File: config.mk
export PLATFORM = sky130hd
export DESIGN_NAME = pis_sched
export DESIGN_NICKNAME = d
export VERILOG_FILES = /design/src/core/pis_pkg.sv /design/src/core/pis_rand_if.sv /design/src/core/pis_sched.sv /design/src/core/pis_lfsr.sv
export SDC_FILE = /design/constraint.sdc
export NUM_CORES = 1
export LEC_CHECK = 0
export ABC_AREA = 0
export BUFFER_PORTS_ARGS = -buffer_cell sky130_fd_sc_hd__buf_2
export CAP_MARGIN = 10
export CORE_ASPECT_RATIO = 1.5
export CORE_MARGIN = 2
export CORE_UTILIZATION = 35
export DETAILED_ROUTE_END_ITERATION = 16
export PLACE_DENSITY_LB_ADDON = 0.2
export SKIP_LAST_GASP = 1
export SLEW_MARGIN = 5
export SYNTH_ARGS = -nofsm -noshare
export SYNTH_HDL_FRONTEND = slang
export SYNTH_SLANG_ARGS = --single-unit
File: constraint.sdc
create_clock -name clk_i -period 5 [get_ports clk_i]
set_clock_uncertainty 0.2 [all_clocks]
set_input_delay 0.5 -clock clk_i [delete_from_list [all_inputs] [get_ports clk_i]]
set_output_delay 0.5 -clock clk_i [all_outputs]
set_load 0.03 [all_outputs]
File: src/core/pis_pkg.sv
// Purpose: constants and types for the periodic discovery scheduler
// Assumes: 10 MHz clock, word-spaced register offsets
// Notes: status codes other than success are local choices
package pis_pkg;
  localparam int ADDR_W = 8;
  localparam int DATA_W = 32;
  localparam int ID_W = 32;
  localparam logic [7:0] OFF_CMD = 8'h00;
  localparam logic [7:0] OFF_MAX = 8'h04;
  localparam logic [7:0] OFF_MIN = 8'h08;
  localparam logic [7:0] OFF_LAP = 8'h0C;
  localparam logic [7:0] OFF_LEN = 8'h10;
  localparam logic [7:0] OFF_LIM = 8'h14;
  localparam logic [7:0] OFF_CRES = 8'h18;
  localparam logic [7:0] OFF_STAT = 8'h1C;
  localparam logic [7:0] OFF_DONE = 8'h20;
  localparam logic [7:0] OFF_RES = 8'h24;
  localparam logic [7:0] OFF_INT = 8'h28;
  localparam logic [7:0] OFF_MASK = 8'h2C;
  localparam logic [15:0] CODE_START = 16'h0003;
  localparam logic [15:0] CODE_STOP = 16'h0004;
  localparam logic [15:0] MAX_LO = 16'h0003;
  localparam logic [15:0] MIN_LO = 16'h0002;
  localparam logic [7:0] LEN_LO = 8'h01;
  localparam logic [7:0] LEN_HI = 8'h30;
  localparam logic [23:0] LAP_LO = 24'h9E8B00;
  localparam logic [23:0] LAP_HI = 24'h9E8B3F;
  localparam logic [7:0] ST_OK = 8'h00;
  localparam logic [7:0] ST_UNKNOWN = 8'h01;
  localparam logic [7:0] ST_BUSY = 8'h0C;
  localparam logic [7:0] ST_NOT_ACTIVE = 8'h0D;
  localparam logic [7:0] ST_BAD_PARAM = 8'h12;
  localparam int INT_CMD = 0;
  localparam int INT_RESULT = 1;
  localparam int INT_RUN = 2;
  localparam int INT_W = 3;
  localparam int STAT_MODE = 8;
  localparam int STAT_RUN = 9;
  localparam logic [15:0] MAX_RST = 16'h0004;
  localparam logic [15:0] MIN_RST = 16'h0003;
  localparam logic [7:0] LEN_RST = 8'h01;
  localparam logic [7:0] LIM_RST = 8'h00;
  localparam logic [15:0] LFSR_SEED = 16'hACE1;
  localparam logic [15:0] LFSR_TAPS = 16'hB400;
  localparam longint UNIT_NS = 1280000000;
  localparam longint CLK_NS = 100;
  localparam int TICK_W = 24;
  localparam int TICK_CYCLES = int'(UNIT_NS / CLK_NS);
  typedef enum logic [1:0] {PIS_IDLE, PIS_RUN, PIS_WAIT} pis_state_t;
endpackage

File: src/core/pis_rand_if.sv
// Purpose: carries random words from the generator to the scheduler
// Assumes: both ends on clk_i
// Notes: value moves one step per cycle while enable is high
interface pis_rand_if;
  logic enable;
  logic [15:0] value;
  modport gen (input enable, output value);
  modport user (output enable, input value);
endinterface

File: src/core/pis_sched.sv
// Purpose: runs discovery again and again at random spacing
// Assumes: radio response strobes come from logic on clk_i
// Notes: host talks through a plain register port, events raise irq_o
// Notes on behaviour
// - Spacing runs from one run start to the next, within min and max.
// - Each run draws a fresh random spacing inside the range.
// - Max period is N from 0x03 to 0xFFFF, times 1.28 s.
// - Min period is N from 0x02 to 0xFFFE, times 1.28 s.
// - A run stops when its duration of N x 1.28 s ends, N 0x01..0x30.
// - Limit 0x00 means unlimited; otherwise stop after that many responses.
// - Lower address part 0x9E8B00..0x9E8B3F feeds the access code.
// - Start command 0x0003 completes once the first run has begun.
// - Start and stop return status; zero is success, else an error.
// - Each finished run reports how many devices answered.
// - Each responder raises a result event.
// - Filtered or already reported responders are not reported again; the code only drops a repeat of the last reported address.
// - Stop command 0x0004 halts at once; no runs until restarted.
// - Stop completes after mode ends; a cut run gets no completion.
//
// Decided for this implementation: the address-and-strobe port and the placing of the registers.
module pis_sched
  import pis_pkg::*;
#(
  parameter int TICK_CYCLES_P = TICK_CYCLES
)
(
  input wire logic clk_i,
  input wire logic resetn_i,
  input wire logic [ADDR_W-1:0] reg_addr_i,
  input wire logic [DATA_W-1:0] reg_wdata_i,
  input wire logic reg_we_i,
  input wire logic reg_re_i,
  output logic [DATA_W-1:0] reg_rdata_o,
  output logic irq_o,
  output logic scan_active_o,
  output logic [23:0] lower_address_part_o,
  input wire logic resp_valid_i,
  input wire logic [ID_W-1:0] resp_addr_i,
  input wire logic resp_filtered_i
);
  function automatic logic hit(input logic [ADDR_W-1:0] a, input logic [7:0] off);
    hit = (a == off);
  endfunction

  pis_state_t state;
  logic [15:0] max_per;
  logic [15:0] min_per;
  logic [23:0] lower_address_part;
  logic [7:0] run_len;
  logic [7:0] resp_lim;
  logic [15:0] act_max;
  logic [15:0] act_min;
  logic [7:0] act_len;
  logic [7:0] act_lim;
  logic [15:0] period;
  logic period_ok;
  logic [TICK_W-1:0] div_cnt;
  logic tick;
  logic [15:0] per_ticks;
  logic [7:0] run_ticks;
  logic [7:0] resp_cnt;
  logic [7:0] done_cnt;
  logic [ID_W-1:0] last_id;
  logic seen;
  logic [23:0] cmd_res;
  logic [INT_W-1:0] int_stat;
  logic [INT_W-1:0] int_mask;
  logic cmd_we;
  logic [15:0] cmd_code;
  logic params_ok;
  logic start_ok;
  logic stop_ok;
  logic run_start;
  logic report;
  logic run_end;
  logic [7:0] next_resp;
  logic [INT_W-1:0] int_set;

  pis_rand_if rnd ();

  pis_lfsr u_lfsr (
    .clk_i(clk_i),
    .resetn_i(resetn_i),
    .rnd(rnd)
  );

  assign cmd_we = reg_we_i && hit(reg_addr_i, OFF_CMD);
  assign cmd_code = reg_wdata_i[15:0];

  // Ordering check also bounds min below 0xFFFF and max above min
  always_comb
  begin
    params_ok = (max_per >= MAX_LO) && (min_per >= MIN_LO);
    params_ok = params_ok && (run_len >= LEN_LO) && (run_len <= LEN_HI);
    params_ok = params_ok && (lower_address_part >= LAP_LO) && (lower_address_part <= LAP_HI);
    params_ok = params_ok && (max_per > min_per);
    params_ok = params_ok && (min_per > {8'h00, run_len});
  end

  assign start_ok = cmd_we && (cmd_code == CODE_START) && (state == PIS_IDLE) && params_ok;
  assign stop_ok = cmd_we && (cmd_code == CODE_STOP) && (state != PIS_IDLE);

  assign tick = (state != PIS_IDLE) && (div_cnt == TICK_W'(TICK_CYCLES_P - 1));

  // Next run fires on the tick that closes the drawn spacing
  assign run_start = start_ok || ((state == PIS_WAIT) && tick && period_ok
    && ({1'b0, per_ticks} + 17'h00001 >= {1'b0, period}));

  assign report = (state == PIS_RUN) && resp_valid_i && !resp_filtered_i
    && !(seen && (resp_addr_i == last_id));
  assign next_resp = resp_cnt + (report ? 8'h01 : 8'h00);

  // A run cut by the stop command never reaches run_end
  assign run_end = (state == PIS_RUN) && !stop_ok
    && ((tick && (run_ticks + 8'h01 == act_len))
    || (report && (act_lim != 8'h00) && (next_resp == act_lim)));

  always_ff @(posedge clk_i or negedge resetn_i)
  begin
    if (!resetn_i)
    begin
      state <= PIS_IDLE;
    end
    else if (stop_ok)
    begin
      state <= PIS_IDLE;
    end
    else if (run_start)
    begin
      state <= PIS_RUN;
    end
    else if (run_end)
    begin
      state <= PIS_WAIT;
    end
  end

  always_ff @(posedge clk_i or negedge resetn_i)
  begin
    if (!resetn_i)
    begin
      max_per <= MAX_RST;
      min_per <= MIN_RST;
      lower_address_part <= LAP_LO;
      run_len <= LEN_RST;
      resp_lim <= LIM_RST;
    end
    else if (reg_we_i)
    begin
      if (hit(reg_addr_i, OFF_MAX))
        max_per <= reg_wdata_i[15:0];
      if (hit(reg_addr_i, OFF_MIN))
        min_per <= reg_wdata_i[15:0];
      if (hit(reg_addr_i, OFF_LAP))
        lower_address_part <= reg_wdata_i[23:0];
      if (hit(reg_addr_i, OFF_LEN))
        run_len <= reg_wdata_i[7:0];
      if (hit(reg_addr_i, OFF_LIM))
        resp_lim <= reg_wdata_i[7:0];
    end
  end

  // Snapshot keeps a running mode steady while software edits registers
  always_ff @(posedge clk_i or negedge resetn_i)
  begin
    if (!resetn_i)
    begin
      act_max <= MAX_RST;
      act_min <= MIN_RST;
      act_len <= LEN_RST;
      act_lim <= LIM_RST;
      lower_address_part_o <= LAP_LO;
    end
    else if (start_ok)
    begin
      act_max <= max_per;
      act_min <= min_per;
      act_len <= run_len;
      act_lim <= resp_lim;
      lower_address_part_o <= lower_address_part;
    end
  end

  // Rejection sampling: the generator walks every value, so a hit comes
  // within 65535 cycles, far shorter than the smallest spacing
  assign rnd.enable = (state != PIS_IDLE) || start_ok;

  always_ff @(posedge clk_i or negedge resetn_i)
  begin
    if (!resetn_i)
    begin
      period <= 16'h0000;
      period_ok <= 1'b0;
    end
    else if (run_start)
    begin
      period_ok <= 1'b0;
    end
    else if (!period_ok && (state != PIS_IDLE)
      && (rnd.value >= act_min) && (rnd.value <= act_max))
    begin
      period <= rnd.value;
      period_ok <= 1'b1;
    end
  end

  always_ff @(posedge clk_i or negedge resetn_i)
  begin
    if (!resetn_i)
    begin
      div_cnt <= '0;
    end
    else if (run_start || state == PIS_IDLE)
    begin
      div_cnt <= '0;
    end
    else if (tick)
    begin
      div_cnt <= '0;
    end
    else
    begin
      div_cnt <= div_cnt + TICK_W'(1);
    end
  end

  always_ff @(posedge clk_i or negedge resetn_i)
  begin
    if (!resetn_i)
    begin
      per_ticks <= 16'h0000;
      run_ticks <= 8'h00;
    end
    else if (run_start)
    begin
      per_ticks <= 16'h0000;
      run_ticks <= 8'h00;
    end
    else if (tick)
    begin
      per_ticks <= per_ticks + 16'h0001;
      if (state == PIS_RUN)
        run_ticks <= run_ticks + 8'h01;
    end
  end

  always_ff @(posedge clk_i or negedge resetn_i)
  begin
    if (!resetn_i)
    begin
      resp_cnt <= 8'h00;
      seen <= 1'b0;
      last_id <= '0;
    end
    else if (run_start)
    begin
      resp_cnt <= 8'h00;
      seen <= 1'b0;
    end
    else if (report)
    begin
      resp_cnt <= next_resp;
      seen <= 1'b1;
      last_id <= resp_addr_i;
    end
  end

  always_ff @(posedge clk_i or negedge resetn_i)
  begin
    if (!resetn_i)
    begin
      done_cnt <= 8'h00;
    end
    else if (run_end)
    begin
      done_cnt <= next_resp;
    end
  end

  // Start completes in the same edge the first run begins
  always_ff @(posedge clk_i or negedge resetn_i)
  begin
    if (!resetn_i)
    begin
      cmd_res <= 24'h000000;
    end
    else if (cmd_we)
    begin
      if (start_ok || stop_ok)
        cmd_res <= {ST_OK, cmd_code};
      else if (cmd_code == CODE_START && state != PIS_IDLE)
        cmd_res <= {ST_BUSY, cmd_code};
      else if (cmd_code == CODE_START)
        cmd_res <= {ST_BAD_PARAM, cmd_code};
      else if (cmd_code == CODE_STOP)
        cmd_res <= {ST_NOT_ACTIVE, cmd_code};
      else
        cmd_res <= {ST_UNKNOWN, cmd_code};
    end
  end

  always_comb
  begin
    int_set = '0;
    int_set[INT_CMD] = cmd_we;
    int_set[INT_RESULT] = report;
    int_set[INT_RUN] = run_end;
  end

  // Set beats a same-cycle write-one clear so no event is lost
  always_ff @(posedge clk_i or negedge resetn_i)
  begin
    if (!resetn_i)
    begin
      int_stat <= '0;
      int_mask <= '0;
    end
    else
    begin
      if (reg_we_i && hit(reg_addr_i, OFF_INT))
        int_stat <= (int_stat & ~reg_wdata_i[INT_W-1:0]) | int_set;
      else
        int_stat <= int_stat | int_set;
      if (reg_we_i && hit(reg_addr_i, OFF_MASK))
        int_mask <= reg_wdata_i[INT_W-1:0];
    end
  end

  assign irq_o = |(int_stat & int_mask);
  assign scan_active_o = (state == PIS_RUN);

  always_ff @(posedge clk_i or negedge resetn_i)
  begin
    if (!resetn_i)
    begin
      reg_rdata_o <= '0;
    end
    else if (reg_re_i)
    begin
      reg_rdata_o <= '0;
      if (hit(reg_addr_i, OFF_MAX))
        reg_rdata_o <= {16'h0000, max_per};
      if (hit(reg_addr_i, OFF_MIN))
        reg_rdata_o <= {16'h0000, min_per};
      if (hit(reg_addr_i, OFF_LAP))
        reg_rdata_o <= {8'h00, lower_address_part};
      if (hit(reg_addr_i, OFF_LEN))
        reg_rdata_o <= {24'h000000, run_len};
      if (hit(reg_addr_i, OFF_LIM))
        reg_rdata_o <= {24'h000000, resp_lim};
      if (hit(reg_addr_i, OFF_CRES))
        reg_rdata_o <= {8'h00, cmd_res};
      if (hit(reg_addr_i, OFF_STAT))
        reg_rdata_o <= {22'h0, state == PIS_RUN, state != PIS_IDLE, resp_cnt};
      if (hit(reg_addr_i, OFF_DONE))
        reg_rdata_o <= {24'h000000, done_cnt};
      if (hit(reg_addr_i, OFF_RES))
        reg_rdata_o <= last_id;
      if (hit(reg_addr_i, OFF_INT))
        reg_rdata_o <= {29'h0, int_stat};
      if (hit(reg_addr_i, OFF_MASK))
        reg_rdata_o <= {29'h0, int_mask};
    end
  end
endmodule

File: src/core/pis_lfsr.sv
// Purpose: 16-bit Galois generator for random run spacing
// Assumes: nonzero seed
// Notes: walks every value 0x0001..0xFFFF once per cycle of the sequence
module pis_lfsr
  import pis_pkg::*;
(
  input wire logic clk_i,
  input wire logic resetn_i,
  pis_rand_if.gen rnd
);
  logic [15:0] state;

  always_ff @(posedge clk_i or negedge resetn_i)
  begin
    if (!resetn_i)
    begin
      state <= LFSR_SEED;
    end
    else if (rnd.enable)
    begin
      state <= {1'b0, state[15:1]} ^ (state[0] ? LFSR_TAPS : 16'h0000);
    end
  end

  assign rnd.value = state;
endmodule

# Word level (Yosys, flattened, before mapping)
# Cells that the tools add are included.
[totals] ff_bits=338 output_inout_bits=58
[classes] add_sub_neg=5 magnitude_cmp=11 eq_ne=19 mux=34 bitwise=7 n_reduce_logical=59
[ops] op="32-bit two-way mux" n=5
[ops] op="24-bit two-way mux" n=6
[ops] op="16-bit two-way mux" n=5
[ops] op="21-bit two-way mux" n=3
[ops] op="8-bit two-way mux" n=5
[ops] op="32-bit == test" n=1
[ops] op="8-bit by 5-bit == test with 1-bit output, second input constant" n=4
[ops] op="8-bit by 6-bit == test with 1-bit output, second input constant" n=4
[ops] op="16-bit by 2-bit >= comparator with 1-bit output, second input constant" n=2
[ops] op="1-bit logical AND" n=32
[ops] op="24-bit by 1-bit adder with 24-bit output, second input constant" n=1
[ops] op="24-bit == test, second input constant" n=1
[ops] op="24-bit >= comparator, second input constant" n=1
[ops] op="24-bit <= comparator, second input constant" n=1
[ops] op="20-bit two-way mux" n=1
[ops] op="16-bit by 1-bit adder with 17-bit output, second input constant" n=1
[ops] op="17-bit by 16-bit >= comparator with 1-bit output" n=1
[ops] op="16-bit by 1-bit adder with 16-bit output, second input constant" n=1
[ops] op="16-bit by 2-bit == test with 1-bit output, second input constant" n=1
[ops] op="16-bit by 3-bit == test with 1-bit output, second input constant" n=1
[ops] op="8-bit by 4-bit == test with 1-bit output, second input constant" n=2
[ops] op="8-bit == test" n=2
[ops] op="16-bit >= comparator" n=1
[ops] op="16-bit greater-than comparator" n=1
[ops] op="other kinds (26)" n=52

# Logic depth before layout (Yosys ltp)
[logic_depth] ltp_word=13 depth_mapped=16

# Cells and area by module
# Synthesis repeated with hierarchy kept, for this count alone.
[hier_totals] cells_unflattened=1543 hier_area_um2=17093.9
[by_module_without_submodules] mod="pis_sched" instances=1 cells_per_inst=1503 area_each_um2=16438.3 seq_area_each_um2=7965.1
[by_module_without_submodules] mod="pis_lfsr" instances=1 cells_per_inst=40 area_each_um2=655.6 seq_area_each_um2=410.4

# Least setup slack after synthesis
# OpenSTA, ideal clock, no wires.
[synth_path] path_type="input-to-reg" startpoint="input port resp_addr_i[18]" endpoint="register done_cnt[0]" setup_ns=0.125 arrival_ns=4.328 t_required_ns=4.675 slack_ns=0.347 cell_stages=16 path_buffers=1 path_cell_list="xor2_1 > nor4_1 > nand4_1 > or3_1 > nand2_1 > clkinv_1 > clkbuf_1 > ha_1 > ha_1 > nand3_2 > nor3_1 > or4_4 > a2111oi_2 > nand4_1 > o32ai_4 > mux2_4"
[synth_between] elab_chain_cells=10 word_cells_on_any_way=11 classes_between="add/sub: 1; eq/ne: 2; mux: 1; reduce/logical: 7"
[synth_rtl] item="from (decl)" line="pis_sched.sv:38" text="input wire logic [ID_W-1:0] resp_addr_i,"
[synth_rtl] item="32-bit == test *" line="pis_sched.sv:110" text="&& !(seen && (resp_addr_i == last_id));"
[synth_rtl] item="1-bit logical AND *" line="pis_sched.sv:110"
[synth_rtl] item="1-bit logical NOT *" line="pis_sched.sv:110"
[synth_rtl] item="1-bit logical AND *" line="pis_sched.sv:110"
[synth_rtl] item="1-bit two-way mux" line="pis_sched.sv:111" text="assign next_resp = resp_cnt + (report ? 8'h01 : 8'h00);"
[synth_rtl] item="8-bit by 1-bit adder with 8-bit output" line="pis_sched.sv:111"
[synth_rtl] item="8-bit == test" line="pis_sched.sv:116" text="|| (report && (act_lim != 8'h00) && (next_resp == act_lim)));"
[synth_rtl] item="1-bit logical AND" line="pis_sched.sv:116"
[synth_rtl] item="1-bit logical OR" line="pis_sched.sv:116"
[synth_rtl] item="1-bit logical AND" line="pis_sched.sv:115" text="&& ((tick && (run_ticks + 8'h01 == act_len))"
[synth_rtl] item="to (signal assigned)" line="pis_sched.sv:276" text="done_cnt <= next_resp;"
[synth_rtl] item="to (decl)" line="pis_sched.sv:62" text="logic [7:0] done_cnt;"
# Mark *: on every way between the ends. The rest lies on a longest branch, timed or not.
# A chain may end at the register's enable or synchronous reset.

# Worst setup path in the final report
[layout_path] startpoint="input port resp_addr_i[17]" endpoint="register done_cnt[5]"
# Same word-level chain as after synthesis.

==> run metrics <==
status=finished, final reports clean; most frequent cells in the layout=dfrtp_1, nand2_1, buf_2; Syn Nets=1801; fillers=4765; final setup vio count=0; detailed-placement wirelength estimate=35.0 mm; vias per cell=5.11; slowest CP cell=dlygate4sd3_1; CTS buffer count=37; IO Port Bufs=127; EDFF count, synth=0; Synth Warn #=0; switching fraction of total power=23.1%; Final Hold Slack=0.0192 ns; remaining antenna violation count after routing=0; setup TNS=0 ns; crit path kind=in2reg; Post-CTS Setup Bufs=0; CTS clk-pin slew, worst paths=0.06 ns; Reg area=0.00838 mm2; synthesized flop and latch total=333; Synth async-reset ratio=100%; Final min period=4.67 ns; CTS Buffer Depth=3; Root Buffer=clkbuf_16; Final WS setup=0.334 ns; routed len/inst=19.0 um; fin. max-slew vios=0; Pwr Total=0.00601 W; DRT Pass-1 Iters=8; measured slew at the worst slew-check pin=0.939 ns; critical path capture point type=flip-flop; number of global-route vias before repair=13.3k; I/O pins=136; H-tree depth=2; CP Max Fanout=10; PostCTS Resize Cnt=0; Synth-to-Final Area Change=17.7%; dpl ws=0.297 ns; Rows=99; die area=0.0508 mm2; Cell Pwr Density=298 mW/mm2; share of power burned in registers=46.7%; CTS Hold Bufs=30; Via Count=12.7k; Mapped Area=0.0171 mm2; RSZ-0062 raised after global routing=false; CTS Sinks=333; peak per-stage delay on the critical path=0.54 ns; Post-Layout Cell Count=2487; number of max-cap violations=0; most common cell after layout, fill and taps aside=dfrtp_1; area occupied by multi-input gates=0.00807 mm2; Netlist cell types=81; Comb power frac=5.8%; Iter 0 DRT Violations=769; drc violations=0; fraction of layout cells with a size suffix above 1=22.1%; Main synth FF type=dfrtp_1; Syn Inst Count=1646; chip width=185 um; critical path required time=5.21 ns; Internal Pwr Total=0.00462 W; Critical Path AT=4.87 ns; Leak=9.72 nW; Critical Path, Cell by Cell=dlygate4sd3_1, buf_2, xor2_1, nor4_1, nand3_1, or3_1, nand2_1, clkinv_1, ha_1, ha_1, nand3_2, nor3_1, or4_4, a2111oi_2, nand4_1, o32ai_4, buf_12, mux2_4; Sw Pwr=0.00139 W; CP most frequent cell=ha_1; total grt overflow=0; ant diodes=0; clock network power share=47.4%; Routability Congestion=0.872; Max-Slew Margin vs Limit=37.4%; Initial Utilization=35.3%; HP Class=in2reg; Final #Nets=1960; global-route wire length before repair=75.3 mm; placed insts=2392; Core Area=0.0486 mm2; Final Hold Viols=0; Tot GR Track Use=19.0%; initial antenna violation count=1; post-synthesis sequential area ratio=48.9%; CP Launch Type=primary input; Tcrit/Tclk final=93.3%; achievable frequency=214 MHz; CTS tree=yes; worst-skew pair later-pin latency=0.52 ns; die height=275 um; synthesized area per cell=10.4 um2; worst vdd ir=0.000186 V; WL final=47.3 mm; largest net degree at the start of global routing=138
layer usage:
| metal | track usage (%) | routed length (um) | up-vias |
|---|---|---|---|
| met5 | 0 | 0 | - |
| met4 | 7.10 | 1790 | 0 |
| met3 | 2.21 | 1700 | 77 |
| met2 | 37.0 | 25400 | 277 |
| met1 | 20.8 | 18300 | 6276 |
| li1 | - | - | 6075 |
cells in the mapped netlist, types with 4 or more instances:
master	n	area share, %
xor2_1	73	3.7
a221o_1	7	0.41
mux2_1	28	1.8
a21oi_1	41	1.2
and2_1	25	0.91
nor2b_1	8	0.29
dfstp_2	34	5.2
a22o_1	4	0.20
nor3_1	18	0.53
nand3b_1	4	0.18
a22oi_1	9	0.39
o21ai_0	81	2.4
o2111ai_1	4	0.20
xnor2_1	36	1.8
and3_1	16	0.58
mux2_4	4	0.35
o21a_1	7	0.31
clkbuf_1	49	1.1
nor2_1	98	2.1
o211ai_1	5	0.22
dfrtp_1	299	44
mux2_2	123	8.1
nor4b_1	7	0.36
a221oi_1	6	0.31
nand2b_1	11	0.40
a21o_1	15	0.66
inv_1	114	2.5
a211o_1	6	0.31
nand2_1	216	4.7
or2_2	5	0.18
or3_1	6	0.22
nand4_1	26	0.95
nor4_1	22	0.80
buf_1	5	0.11
ha_1	77	5.6
o22ai_1	25	0.91
mux2i_1	5	0.29
and2_0	5	0.18
buf_2	9	0.26
a222oi_1	16	0.93
nand3_1	39	1.1
area by class of cell:
| type | instances | area share (%) |
|---|---|---|
| clock buffers | 50 | 5.23 |
| clock inverters | 15 | 1.02 |
| inverters | 115 | 2.14 |
| multi-input cells | 1132 | 40.0 |
| flip-flops and latches | 333 | 41.5 |
| well taps | 656 | 4.07 |
| repair buffers | 186 | 6.02 |
critical path: cells and delay by family:
family	cells	cell delay (ns)
buffers and inverters	4	0.96
muxes	1	0.30
adders and majority gates	2	0.49
xor gates and xnor gates	1	0.15
AOI/OAI and AO/OA	2	0.49
and+or+nand+nor	8	1.97
cells by family after synthesis:
group | count (synthesis) | synth area share, %
xor+xnor | 110 | 5.70
compound gates | 254 | 9.98
simple gates | 531 | 15.1
flops | 333 | 48.9
mux | 160 | 10.6
fa+ha+maj | 77 | 5.62
buf+inv | 181 | 4.12
final timing paths:
kind                                    startpoint                       to  slack (ns)  depth (start not counted)
setup / recovery                   resp_addr_i[17]              done_cnt[5]        0.33                         18
max in group asynchronous                 resetn_i              act_min[13]        3.01                          3
hold reg to reg            lower_address_part_o[7]  lower_address_part_o[7]        0.28                          1
hold / removal                      resp_addr_i[8]               last_id[8]        0.02                          3
setup reg to reg                       last_id[17]              done_cnt[5]        0.58                         16
min in group asynchronous                 resetn_i              resp_cnt[3]        0.38                          2
registers in the layout, summed over array words and instances, names as in the netlist, 8 cells and up:
| signal | cells |
|---|---|
| act_len | 8 |
| act_lim | 8 |
| act_max | 16 |
| act_min | 16 |
| cmd_res | 19 |
| div_cnt | 24 |
| done_cnt | 8 |
| last_id | 32 |
| lower_address_part | 24 |
| lower_address_part_o | 24 |
| max_per | 16 |
| min_per | 16 |
| per_ticks | 16 |
| period | 16 |
| reg_rdata_o | 32 |
| resp_cnt | 8 |
| resp_lim | 8 |
| run_len | 8 |
| run_ticks | 8 |
| u_lfsr.rnd.value | 16 |
power groups by stage:
stage	logic [W]	clock network, W	registers, W
2_1_floorplan	0.000163	0	0.00283
3_3_place_gp	0.000329	0	0.00286
3_5_place_dp	0.000337	0	0.00286
4_1_cts	0.000357	0.00294	0.00281
5_1_grt	0.000392	0.00303	0.00281
6_report	0.000351	0.00285	0.00281
metrics by stage:
stage          instance area, um2  util (%)
6_report                    20200      41.5
5_1_grt                     20200      41.5
4_1_cts                     20200      41.5
3_5_place_dp                18600      38.3
3_3_place_gp                18600      38.3
2_1_floorplan               17100         -
Note: power is estimated with default switching activity, not from simulation.
